===== config.mk =====
export PLATFORM = sky130hd
export DESIGN_NAME = sbi_master
export DESIGN_NICKNAME = d
export VERILOG_FILES = /design/src/sbi_pkg.sv /design/src/sbi_master.sv
export SDC_FILE = /design/constraint.sdc
export NUM_CORES = 1
export LEC_CHECK = 0
export ABC_AREA = 0
export BUFFER_PORTS_ARGS = -buffer_cell sky130_fd_sc_hd__buf_4
export CAP_MARGIN = 30
export CORE_ASPECT_RATIO = 0.8
export CORE_MARGIN = 4
export CORE_UTILIZATION = 28
export DETAILED_ROUTE_END_ITERATION = 10
export PLACE_DENSITY_LB_ADDON = 0.1
export SYNTH_ARGS = -nofsm -noshare
export SYNTH_HDL_FRONTEND = slang
export SYNTH_SLANG_ARGS = --single-unit

===== constraint.sdc =====
create_clock -name clk -period 3.43 [get_ports clk]
set_input_delay 0.686 -clock clk [delete_from_list [all_inputs] [get_ports clk]]
set_output_delay 0.686 -clock clk [all_outputs]
set_load 0.02 [all_outputs]

===== src/sbi_pkg.sv =====
package sbi_pkg;

    // ==========================================================
    // Timing
    localparam int SBI_CLK_FREQ_HZ = 200_000_000;
    localparam int SBI_BUS_FREQ_HZ = 62_500;
    localparam int SBI_QTR_PER_BIT = 4;
    // Bus bit is split into quarters; divide rounds down so rate never falls below 62.5 kHz
    localparam int SBI_QUARTER_CYC = SBI_CLK_FREQ_HZ / (SBI_BUS_FREQ_HZ * SBI_QTR_PER_BIT);
    // Bus free time after a stop, in quarters (one bus bit)
    localparam int SBI_FREE_QTR = 4;

    // ==========================================================
    // Buffer
    localparam int SBI_BUF_DEPTH = 2;
    localparam int SBI_BYTE_W = 8;

    // ==========================================================
    // Mode select and sequencing codes
    localparam logic [1:0] SBI_MODE_OFF = 2'h0;
    localparam logic [1:0] SBI_MODE_SHIFT = 2'h1;
    localparam logic [1:0] SBI_MODE_I2C = 2'h2;
    localparam logic [1:0] SBI_MODE_SBUS = 2'h3;

    localparam logic [1:0] SBI_PH_SET = 2'h0;
    localparam logic [1:0] SBI_PH_RISE = 2'h1;
    localparam logic [1:0] SBI_PH_HIGH = 2'h2;
    localparam logic [1:0] SBI_PH_FALL = 2'h3;

    localparam logic [3:0] SBI_ACK_BIT = 4'h8;

    // ==========================================================
    // Types
    typedef enum logic [2:0] {
        SBI_IDLE,
        SBI_START,
        SBI_BIT,
        SBI_STOP,
        SBI_FREE
    } sbi_state_e;

    typedef struct packed {
        logic scl;
        logic sda;
        logic bus_enable_line;
    } sbi_pins_s;

    typedef struct packed {
        logic sbus;
        logic start;
        logic stop;
        logic tx;
    } sbi_cfg_s;

endpackage : sbi_pkg


===== src/sbi_master.sv =====
`timescale 1ns/1ps

module sbi_master
    import sbi_pkg::*;
#(
    parameter int QUARTER_CYC = SBI_QUARTER_CYC,
    parameter int FREE_QTR = SBI_FREE_QTR
) (
    // System
    input wire logic clk,
    input wire logic rst,
    // Control
    input wire logic [1:0] mode,
    input wire logic start_en,
    input wire logic stop_en,
    input wire logic tx_dir,
    input wire logic go,
    input wire logic [7:0] tx_byte,
    // Status
    output logic byte_in_progress_flag,
    output logic no_ack_flag,
    // Received bytes
    output logic rx_valid,
    output logic [7:0] rx_data,
    input wire logic rx_ready,
    // Bus pins
    input wire logic scl_in,
    output logic scl_out,
    output logic scl_oe,
    input wire logic sda_in,
    output logic sda_out,
    output logic sda_oe,
    input wire logic bus_enable_line_in,
    output logic bus_enable_line_out,
    output logic bus_enable_line_oe
);

    // ==========================================================
    // Pin synchronisers
    sbi_pins_s pin_raw;
    sbi_pins_s sync1_q;
    sbi_pins_s sync2_q;

    assign pin_raw = '{scl: scl_in, sda: sda_in, bus_enable_line: bus_enable_line_in};

    always_ff @(posedge clk) begin
        if (rst) begin
            sync1_q <= '1;
            sync2_q <= '1;
        end else begin
            sync1_q <= pin_raw;
            sync2_q <= sync1_q;
        end
    end

    // ==========================================================
    // Declarations
    sbi_state_e state_q;
    sbi_cfg_s cfg_q;
    sbi_pins_s drv_q;
    logic [1:0] ph_q;
    logic [3:0] bit_q;
    logic [15:0] qcnt_q;
    logic [7:0] sh_q;
    logic busy_q;
    logic no_ack_q;
    logic active_q;
    logic pin_lo_q;
    logic [7:0] buf_q [SBI_BUF_DEPTH];
    logic [1:0] cnt_q;
    logic [1:0] cnt_d;
    logic rx_valid_q;
    logic tick;
    logic adv;
    logic rd_bit;
    logic accept;
    logic byte_end;
    logic to_stop;
    logic free_end;
    logic push;
    logic pop;

    // ==========================================================
    // Bit timing
    assign tick = qcnt_q == 16'(QUARTER_CYC - 1);
    // A slave holding the clock low freezes the high phase
    assign adv = tick && !(ph_q == SBI_PH_HIGH && !sync2_q.scl);

    always_ff @(posedge clk) begin
        if (rst || state_q == SBI_IDLE || tick) begin
            qcnt_q <= '0;
        end else begin
            qcnt_q <= qcnt_q + 16'h0001;
        end
    end

    // ==========================================================
    // Command and sequencing
    assign rd_bit = sync2_q.sda & (cfg_q.sbus | sync2_q.bus_enable_line);
    // Shift-register mode is not built here; it behaves as off
    assign accept = go && !busy_q && mode[1]
        && (tx_dir || cnt_q < 2'(SBI_BUF_DEPTH));
    assign byte_end = state_q == SBI_BIT && adv && ph_q == SBI_PH_FALL
        && bit_q == SBI_ACK_BIT;
    assign to_stop = cfg_q.stop || (cfg_q.tx && no_ack_q);
    assign free_end = state_q == SBI_FREE && tick && bit_q == 4'(FREE_QTR - 1);

    always_ff @(posedge clk) begin
        if (rst) begin
            state_q <= SBI_IDLE;
            ph_q <= SBI_PH_SET;
            bit_q <= '0;
        end else begin
            unique case (state_q)
                SBI_IDLE: begin
                    if (accept) begin
                        state_q <= start_en ? SBI_START : SBI_BIT;
                        ph_q <= SBI_PH_SET;
                        bit_q <= '0;
                    end
                end
                SBI_START: begin
                    if (adv) begin
                        ph_q <= ph_q + 2'h1;
                        if (ph_q == SBI_PH_FALL) begin
                            state_q <= SBI_BIT;
                        end
                    end
                end
                SBI_BIT: begin
                    if (adv) begin
                        ph_q <= ph_q + 2'h1;
                        if (ph_q == SBI_PH_FALL) begin
                            bit_q <= bit_q + 4'h1;
                            if (bit_q == SBI_ACK_BIT) begin
                                bit_q <= '0;
                                state_q <= to_stop ? SBI_STOP : SBI_IDLE;
                            end
                        end
                    end
                end
                SBI_STOP: begin
                    if (adv) begin
                        ph_q <= ph_q + 2'h1;
                        if (ph_q == SBI_PH_FALL) begin
                            state_q <= SBI_FREE;
                        end
                    end
                end
                SBI_FREE: begin
                    if (tick) begin
                        bit_q <= bit_q + 4'h1;
                        if (free_end) begin
                            state_q <= SBI_IDLE;
                        end
                    end
                end
            endcase
        end
    end

    // ==========================================================
    // Line drive: a set bit pulls the line low, clear releases it
    always_ff @(posedge clk) begin
        if (rst || !mode[1]) begin
            drv_q <= '0;
        end else if (adv) begin
            unique case (state_q)
                SBI_START: begin
                    unique case (ph_q)
                        SBI_PH_SET: begin
                            drv_q.sda <= 1'h0;
                            drv_q.bus_enable_line <= 1'h0;
                        end
                        SBI_PH_RISE: drv_q.scl <= 1'h0;
                        SBI_PH_HIGH: begin
                            if (cfg_q.sbus) begin
                                drv_q.bus_enable_line <= 1'h1;
                            end else begin
                                drv_q.sda <= 1'h1;
                            end
                        end
                        SBI_PH_FALL: drv_q.scl <= 1'h1;
                    endcase
                end
                SBI_BIT: begin
                    unique case (ph_q)
                        SBI_PH_SET: begin
                            drv_q.bus_enable_line <= 1'h0;
                            if (bit_q == SBI_ACK_BIT) begin
                                drv_q.sda <= !cfg_q.tx && !cfg_q.stop;
                            end else begin
                                drv_q.sda <= cfg_q.tx && !sh_q[7];
                            end
                        end
                        SBI_PH_RISE: drv_q.scl <= 1'h0;
                        SBI_PH_HIGH: ;
                        SBI_PH_FALL: drv_q.scl <= 1'h1;
                    endcase
                end
                SBI_STOP: begin
                    unique case (ph_q)
                        SBI_PH_SET: begin
                            drv_q.sda <= !cfg_q.sbus;
                            drv_q.bus_enable_line <= cfg_q.sbus;
                        end
                        SBI_PH_RISE: drv_q.scl <= 1'h0;
                        SBI_PH_HIGH: begin
                            drv_q.sda <= 1'h0;
                            drv_q.bus_enable_line <= 1'h0;
                        end
                        SBI_PH_FALL: ;
                    endcase
                end
                SBI_IDLE, SBI_FREE: ;
            endcase
        end
    end

    // ==========================================================
    // Shift register doubles as transmit and receive byte
    always_ff @(posedge clk) begin
        if (rst) begin
            sh_q <= '0;
            cfg_q <= '0;
        end else if (accept) begin
            sh_q <= tx_byte;
            cfg_q <= '{sbus: mode == SBI_MODE_SBUS, start: start_en,
                       stop: stop_en, tx: tx_dir};
        end else if (state_q == SBI_BIT && adv && ph_q == SBI_PH_HIGH
                     && bit_q != SBI_ACK_BIT) begin
            sh_q <= {sh_q[6:0], rd_bit};
        end
    end

    // ==========================================================
    // Flags
    always_ff @(posedge clk) begin
        if (rst) begin
            busy_q <= 1'h0;
        end else if (accept) begin
            busy_q <= 1'h1;
        end else if ((byte_end && !to_stop) || free_end) begin
            busy_q <= 1'h0;
        end
    end

    always_ff @(posedge clk) begin
        if (rst || accept) begin
            no_ack_q <= 1'h0;
        end else if (state_q == SBI_BIT && adv && ph_q == SBI_PH_HIGH
                     && bit_q == SBI_ACK_BIT && cfg_q.tx && rd_bit) begin
            no_ack_q <= 1'h1;
        end
    end

    // Only this engine opens and closes a frame on the bus
    always_ff @(posedge clk) begin
        if (rst) begin
            active_q <= 1'h0;
        end else if (adv && ph_q == SBI_PH_HIGH) begin
            if (state_q == SBI_START) begin
                active_q <= 1'h1;
            end else if (state_q == SBI_STOP) begin
                active_q <= 1'h0;
            end
        end
    end

    always_ff @(posedge clk) begin
        pin_lo_q <= 1'h0;
    end

    // ==========================================================
    // Two-entry receive buffer
    assign push = byte_end && !cfg_q.tx;
    assign pop = rx_valid_q && rx_ready;

    always_comb begin
        cnt_d = cnt_q;
        if (push && !pop) begin
            cnt_d = cnt_q + 2'h1;
        end else if (pop && !push) begin
            cnt_d = cnt_q - 2'h1;
        end
    end

    always_ff @(posedge clk) begin
        if (rst) begin
            cnt_q <= '0;
            rx_valid_q <= 1'h0;
            buf_q[0] <= '0;
            buf_q[1] <= '0;
        end else begin
            cnt_q <= cnt_d;
            rx_valid_q <= cnt_d != 2'h0;
            if (pop) begin
                buf_q[0] <= buf_q[1];
            end
            if (push) begin
                buf_q[cnt_q[0] ^ pop] <= sh_q;
            end
        end
    end

    // ==========================================================
    // Outputs
    assign byte_in_progress_flag = busy_q;
    assign no_ack_flag = no_ack_q;
    assign rx_valid = rx_valid_q;
    assign rx_data = buf_q[0];
    assign scl_out = pin_lo_q;
    assign sda_out = pin_lo_q;
    assign bus_enable_line_out = pin_lo_q;
    assign scl_oe = drv_q.scl;
    assign sda_oe = drv_q.sda;
    assign bus_enable_line_oe = drv_q.bus_enable_line;

    // ==========================================================
    // Checks
    property p_sbus_start;
        @(posedge clk) disable iff (rst)
        $rose(drv_q.bus_enable_line) |-> (state_q == SBI_START && !drv_q.scl)
            || (state_q == SBI_STOP && drv_q.scl);
    endproperty
    a_sbus_start: assert property (p_sbus_start)
        else $error("enable line fell outside a start");

    property p_i2c_edges;
        @(posedge clk) disable iff (rst)
        $changed(drv_q.sda) && !drv_q.scl && !$past(drv_q.scl)
            |-> !cfg_q.sbus && $past(state_q) inside {SBI_START, SBI_STOP};
    endproperty
    a_i2c_edges: assert property (p_i2c_edges)
        else $error("data moved while clock high outside start or stop");

    property p_sbus_data_low;
        @(posedge clk) disable iff (rst)
        cfg_q.sbus && busy_q && $changed(drv_q.sda) |-> drv_q.scl;
    endproperty
    a_sbus_data_low: assert property (p_sbus_data_low)
        else $error("S-BUS data changed with clock high");

    property p_sen_held;
        @(posedge clk) disable iff (rst)
        state_q == SBI_BIT && bit_q != 4'h0 |-> !drv_q.bus_enable_line;
    endproperty
    a_sen_held: assert property (p_sen_held)
        else $error("enable line not high during data");

    property p_sbus_stop;
        @(posedge clk) disable iff (rst)
        cfg_q.sbus && state_q == SBI_STOP && ph_q == SBI_PH_RISE
            |-> !drv_q.sda && drv_q.bus_enable_line;
    endproperty
    a_sbus_stop: assert property (p_sbus_stop)
        else $error("S-BUS stop setup wrong");

    property p_tx_ack_release;
        @(posedge clk) disable iff (rst)
        state_q == SBI_BIT && bit_q == SBI_ACK_BIT && cfg_q.tx && ph_q != SBI_PH_SET
            |-> !drv_q.sda;
    endproperty
    a_tx_ack_release: assert property (p_tx_ack_release)
        else $error("transmitter drove the acknowledge bit");

    property p_abort;
        @(posedge clk) disable iff (rst)
        byte_end && cfg_q.tx && no_ack_q |=> state_q == SBI_STOP;
    endproperty
    a_abort: assert property (p_abort)
        else $error("missing acknowledge did not abort");

    property p_msb_first;
        @(posedge clk) disable iff (rst)
        state_q == SBI_BIT && cfg_q.tx && bit_q < SBI_ACK_BIT && ph_q == SBI_PH_RISE
            |-> drv_q.sda == !sh_q[7];
    endproperty
    a_msb_first: assert property (p_msb_first)
        else $error("data bit not taken from shift MSB");

    property p_i2c_sen;
        @(posedge clk) disable iff (rst)
        busy_q && !cfg_q.sbus |-> !drv_q.bus_enable_line;
    endproperty
    a_i2c_sen: assert property (p_i2c_sen)
        else $error("enable line pulled in I2C mode");

    property p_rx_ack;
        @(posedge clk) disable iff (rst)
        state_q == SBI_BIT && bit_q == SBI_ACK_BIT && !cfg_q.tx && ph_q == SBI_PH_HIGH
            |-> drv_q.sda == !cfg_q.stop;
    endproperty
    a_rx_ack: assert property (p_rx_ack)
        else $error("receive acknowledge wrong");

    property p_free_busy;
        @(posedge clk) disable iff (rst)
        $fell(active_q) |-> busy_q [*8];
    endproperty
    a_free_busy: assert property (p_free_busy)
        else $error("busy dropped right after stop");

    property p_noack_clear;
        @(posedge clk) disable iff (rst)
        $rose(busy_q) |-> !no_ack_q ##1 state_q != SBI_IDLE;
    endproperty
    a_noack_clear: assert property (p_noack_clear)
        else $error("no-ack not cleared on new byte");

endmodule : sbi_master


## Yosys cells after proc, flatten, opt, wreduce, memory -nomap -nowiden

Memory sizes are Yosys's and may differ from the RTL's.
Index checks and enable logic that the tools add are counted.

| cells by class | value |
|---|---|
| bitwise logic cells | 4 |
| add/sub/neg operators | 5 |
| $lt $le $gt $ge | 1 |
| multiplexer cells | 49 |
| eq/ne operators | 29 |
| reduce and logical (&&, ||, !) cells | 57 |

Operators with widths:

| kind | number |
|---|---|
| $mux 8 | 4 |
| $mux 3 | 10 |
| $logic_and 1x1->1 | 23 |
| $mux 4 | 5 |
| $ne 2x2->1 const B | 9 |
| $add 16x1->16 const B | 1 |
| $eq 16x10->1 const B | 1 |
| $mux 1 | 16 |
| $pmux 3 s5 | 1 |
| $mux 2 | 7 |
| $pmux 2 s2 | 3 |
| $pmux 4 s3 | 1 |
| $reduce_and 6->1 | 2 |
| $logic_not 1->1 | 11 |
| $reduce_and 10->1 | 1 |
| $pmux 3 s3 | 1 |
| $ne 2x1->1 const B | 4 |
| $reduce_bool 2->1 | 4 |
| $reduce_or 8->1 | 1 |
| $logic_or 1x1->1 | 7 |
| $eq 2x2->1 const B | 3 |
| $eq 3x2->1 const B | 2 |
| $ne 3x2->1 const B | 2 |
| $ne 3x3->1 const B | 2 |
| 20 further kinds | 24 |

| word-level totals | value |
|---|---|
| bits of input ports | 20 |
| memories kept | 1 |
| bits in registers | 50 |
| logic and storage cells | 167 |
| bits in writable memories | 16 |

Memory list:

| name | depth | bits a word | rd ports | clocked after memory_dff | wr ports | RTL line | RTL |
|---|---|---|---|---|---|---|---|
| buf_q | 2 | 8 | 2 | 0 | 2 | sbi_master.sv:69 | `logic [7:0] buf_q [SBI_BUF_DEPTH];` |

## Logic depth before layout (Yosys ltp)

| depth | value |
|---|---|
| word-level depth | 13 |
| gate-level depth with buffers | 8 |
| depth with buffers taken out | 7 |

## Least setup slack after synthesis

Ideal clock, no wire load.

| path | value |
|---|---|
| path type | reg2reg |
| from | register qcnt_q[0] |
| to | memory buf_q[1][0] (enable) |
| required time | 3.121 ns |
| setup slack | 1.200 ns |
| arrival time | 1.921 ns |
| setup time | 0.309 ns |
| buffers on the path | 2 |
| cell stages (with the launch flop) | 9 |
| clock period less this slack | 2.230 ns |
| cell sequence | dfxtp_1 ha_1 and4_1 buf_4 and4_1 buf_2 and4b_1 nor3b_2 or2_2 |

RTL lines:

| element | RTL line | RTL |
|---|---|---|
| from (decl) | sbi_master.sv:63 | `logic [15:0] qcnt_q;` |
| from (signal assigned) | sbi_master.sv:93 | `qcnt_q <= qcnt_q + 16'h0001;` |
| to (decl) | sbi_master.sv:69 |  |

==> metrics.txt <==
outcome=complete, no violations; drt pass-1 iters=4; Die ar.=0.0140 mm^2; Comb pwr share=between 10% and 20%; RSZ-0062 raised after global routing=no; Hold Path Sink=sync2_q[1]$_SDFF_PP1_; Setup-failing EPs final=0; r2r setup slk=0.64 ns; critical path's largest stage delay=about 0.50 ns; Slew Limit Headroom=a little under two fifths; First DRT Iteration DRCs=approximately 230; layout cells sized above 1=between 10% and 20%; Distinct cells, synth=60; number of synthesized flops with an enable pin=16; DP Area=0.00378 mm^2; initial antenna violation count=0; vias in the first global route=approximately 2.6k; slowest CP cell=and4_1; PD cells=557 mW/mm^2; Post-synth top cells=50 x dfxtp_1, 37 x nor2_1, 32 x nand2_1; Port Buf Inserts=33; WL/cell=16.1 um; setup total negative slack=0 ns; cell breakdown of the critical path=ha_1 > and4_1 > and4_1 > and4b_1 > nor3b_2 > or2_2; required time of the critical path=between 3 and 4 ns; Clock Latency Late Sink=between 0.3 and 0.4 ns; Max clock buf depth=2; cell taking the most area after synthesis=dfxtp_1; hold path cells=1; antenna cells=0; Routed WL=8.98 mm; Clock Skew=0.0129 ns; first-pass GRT wire length=between 10 and 15 mm; clock period minus worst slack=around 2.8 ns; Final Instance Area=a little over 0.004 mm^2; P_int=1.57 mW; Syn Inst Count=roughly 370; pre-CTS WS=between 0.6 and 0.7 ns; share of the synthesized area in the top cell type=29.3%; Worst-Margin Slew=about 0.94 ns; die span in x=roughly 130 um; ranking of synthesized cells by area=dfxtp_1 29%, edfxtp_1 14%, nor2_1 4.1%; clock power share=approximately two fifths; largest net degree at the start of global routing=between 40 and 50; total gr overflow=0; synthesized area=between 0.003 and 0.004 mm^2; DIE HEIGHT=around 110 um; Starting Density=between 20 and 30%; HP Start=sync1_q[1]$_SDFF_PP1_; sw frac=a little under a third; io pins=37; Sequential Power Share=roughly two fifths; fill count=approximately 1.2k; via count=between 2k and 3k; Final Wtd Congestion=0.814; Clock transition at path regs=0.06 ns; #FFs+latches synth=66; crit-path max FO=10; via/cell ratio=5.00; startpoint type of the worst setup path=register; # rows=35; FMAX=~0.36 GHz; Detailed Place HPWL=6.41 mm; H-tree levels=3; placed insts=roughly 540; remaining routing DRC violations=0; most prevalent standard cell on the critical path=and4_1; Arr. time, crit path=2.82 ns; Max-Cap Viols=0; reg-to-reg startpoint=qcnt_q[0]$_SDFF_PP0_; CTS Buf Count=9; Layout Cells excl Fill=557; Area Growth Syn to Fin=19.6%; ANT nets after route=0; post-CTS setup buffer count=0; R2R cell count=6; Slew Limit Fails=0; YS warnings=0; Hold Slack=0.407 ns; FFs w/ async S/R, synth=0%; most common cell in the netlist=dfxtp_1; Hold/Removal Path Class=reg -> reg; RR Endpoint=buf_q[1][6]$_SDFFCE_PN0P_; Switch Pwr=707 uW; Fin. Hold Viols=0; final worst slack=between 0.6 and 0.7 ns; total track usage=a little over an eighth; Hold Buf Count CTS=0; CP Capture Type=register; Pleak=~1.5 nW; crit share post-route=about 81%; Final Net Count=approximately 430; kind of critical path=reg -> reg; cts repair resizes=0; total core area=between 0.01 and 0.015 mm^2; Seq/Total Area, Yosys=43.4%; ys flop type=dfxtp_1; syn avg cell area=~9 um^2; Clock Tree Root=clkbuf_16; CTS tree=built; Sink Count=66; maximum vdd drop=around 0.20 mV
-- how the worst max path moves through the flow --
stage	startpoint	depth (start not counted)	endpoint	slack [ns]
2_1_floorplan	qcnt_q[0]$_SDFF_PP0_	8	buf_q[1][0]$_SDFFCE_PN0P_	1.20
3_3_place_gp	qcnt_q[0]$_SDFF_PP0_	6	buf_q[1][3]$_SDFFCE_PN0P_	0.83
3_5_place_dp	qcnt_q[0]$_SDFF_PP0_	6	buf_q[1][4]$_SDFFCE_PN0P_	0.65
4_1_cts	qcnt_q[0]$_SDFF_PP0_	6	buf_q[1][4]$_SDFFCE_PN0P_	0.64
5_1_grt	qcnt_q[0]$_SDFF_PP0_	6	buf_q[1][3]$_SDFFCE_PN0P_	0.49
6_report	qcnt_q[0]$_SDFF_PP0_	6	buf_q[1][6]$_SDFFCE_PN0P_	0.64
-- area by class of cell --
class,count,area [um^2],area share [%]
Clock buffer,9,225,5.52
Clock inverter,7,73.8,1.81
Inverter,22,82.6,2.02
Multi-Input combinational cell,268,1760,43.0
Sequential cell,66,1480,36.3
Tap cell,148,185,4.54
Timing Repair Buffer,37,278,6.81
-- through the flow --
stage	total power, mW	utilization, %
after floorplan	1.21	-
after global placement	1.36	32.2
after detailed placement	1.34	32.2
after CTS	2.30	34.8
after global routing	2.40	34.8
final	2.27	34.8
-- logic make-up after synthesis --
kind of cell / count (synthesis) / synth area share [%]
muxes: 9 / 2.64
other: 1 / 0.110
AOI/OAI and AO/OA: 83 / 17.5
xor gates and xnor gates: 14 / 3.59
and+or+nand+nor: 152 / 24.8
buffers and inverters: 42 / 5.39
adders and majority gates: 7 / 2.57
DFF: 66 / 43.4
-- routing by layer --
metal / vias up / part of all wire [%] / track usage [%]
li1: 1420 / - / -
met1: 1289 / 55 / 21.0
met2: 67 / 38 / 16.8
met3: 9 / 5.8 / 3.52
met4: 0 / 1.2 / 4.42
met5: - / 0 / 0
-- power by group through the flow --
stage | Clock, mW | Sequential, mW | Combinational (mW)
floorplan | 0 | 0.883 | 0.331
global placement | 0 | 0.917 | 0.440
detailed placement | 0 | 0.914 | 0.431
CTS | 0.965 | 0.897 | 0.433
global route | 1.00 | 0.910 | 0.490
finish | 0.939 | 0.899 | 0.434
-- state kept, by name, indices dropped and copies added (netlist names), 3 cells and up --
signal	cells
sync1_q	3
sync2_q	3
bit_q	4
state_q	3
sh_q	8
qcnt_q	16
cfg_q	3
buf_q	16
-- layout by cell type, fill, tap and decap left out, drive strengths merged, types with 3 or more instances in the layout --
cell type   n
nand4       9
a21oi      18
nor2       37
nand2      32
clkbuf      9
and4        4
o211ai      5
nor3b       3
conb        3
a211oi     10
nand3      12
ha          7
o32ai       8
dfxtp      50
nor2b       5
nand2b      4
o311ai      3
o21ai      14
inv        25
or3         5
and3        5
mux2i       9
xor2        8
buf        37
a22oi       3
a31oi       5
nor4        3
or2         9
o41ai       3
xnor2       6
and2        8
nor3        8
edfxtp     16
-- worst max-delay path: cells and delay by family, from the launching register on --
family	cells	cell delay, ns
adder cells (fa/ha/maj)	1	0.22
flip-flops	1	0.36
AND/OR/NAND/NOR	5	1.89
(Power assumes the default switching activity.)
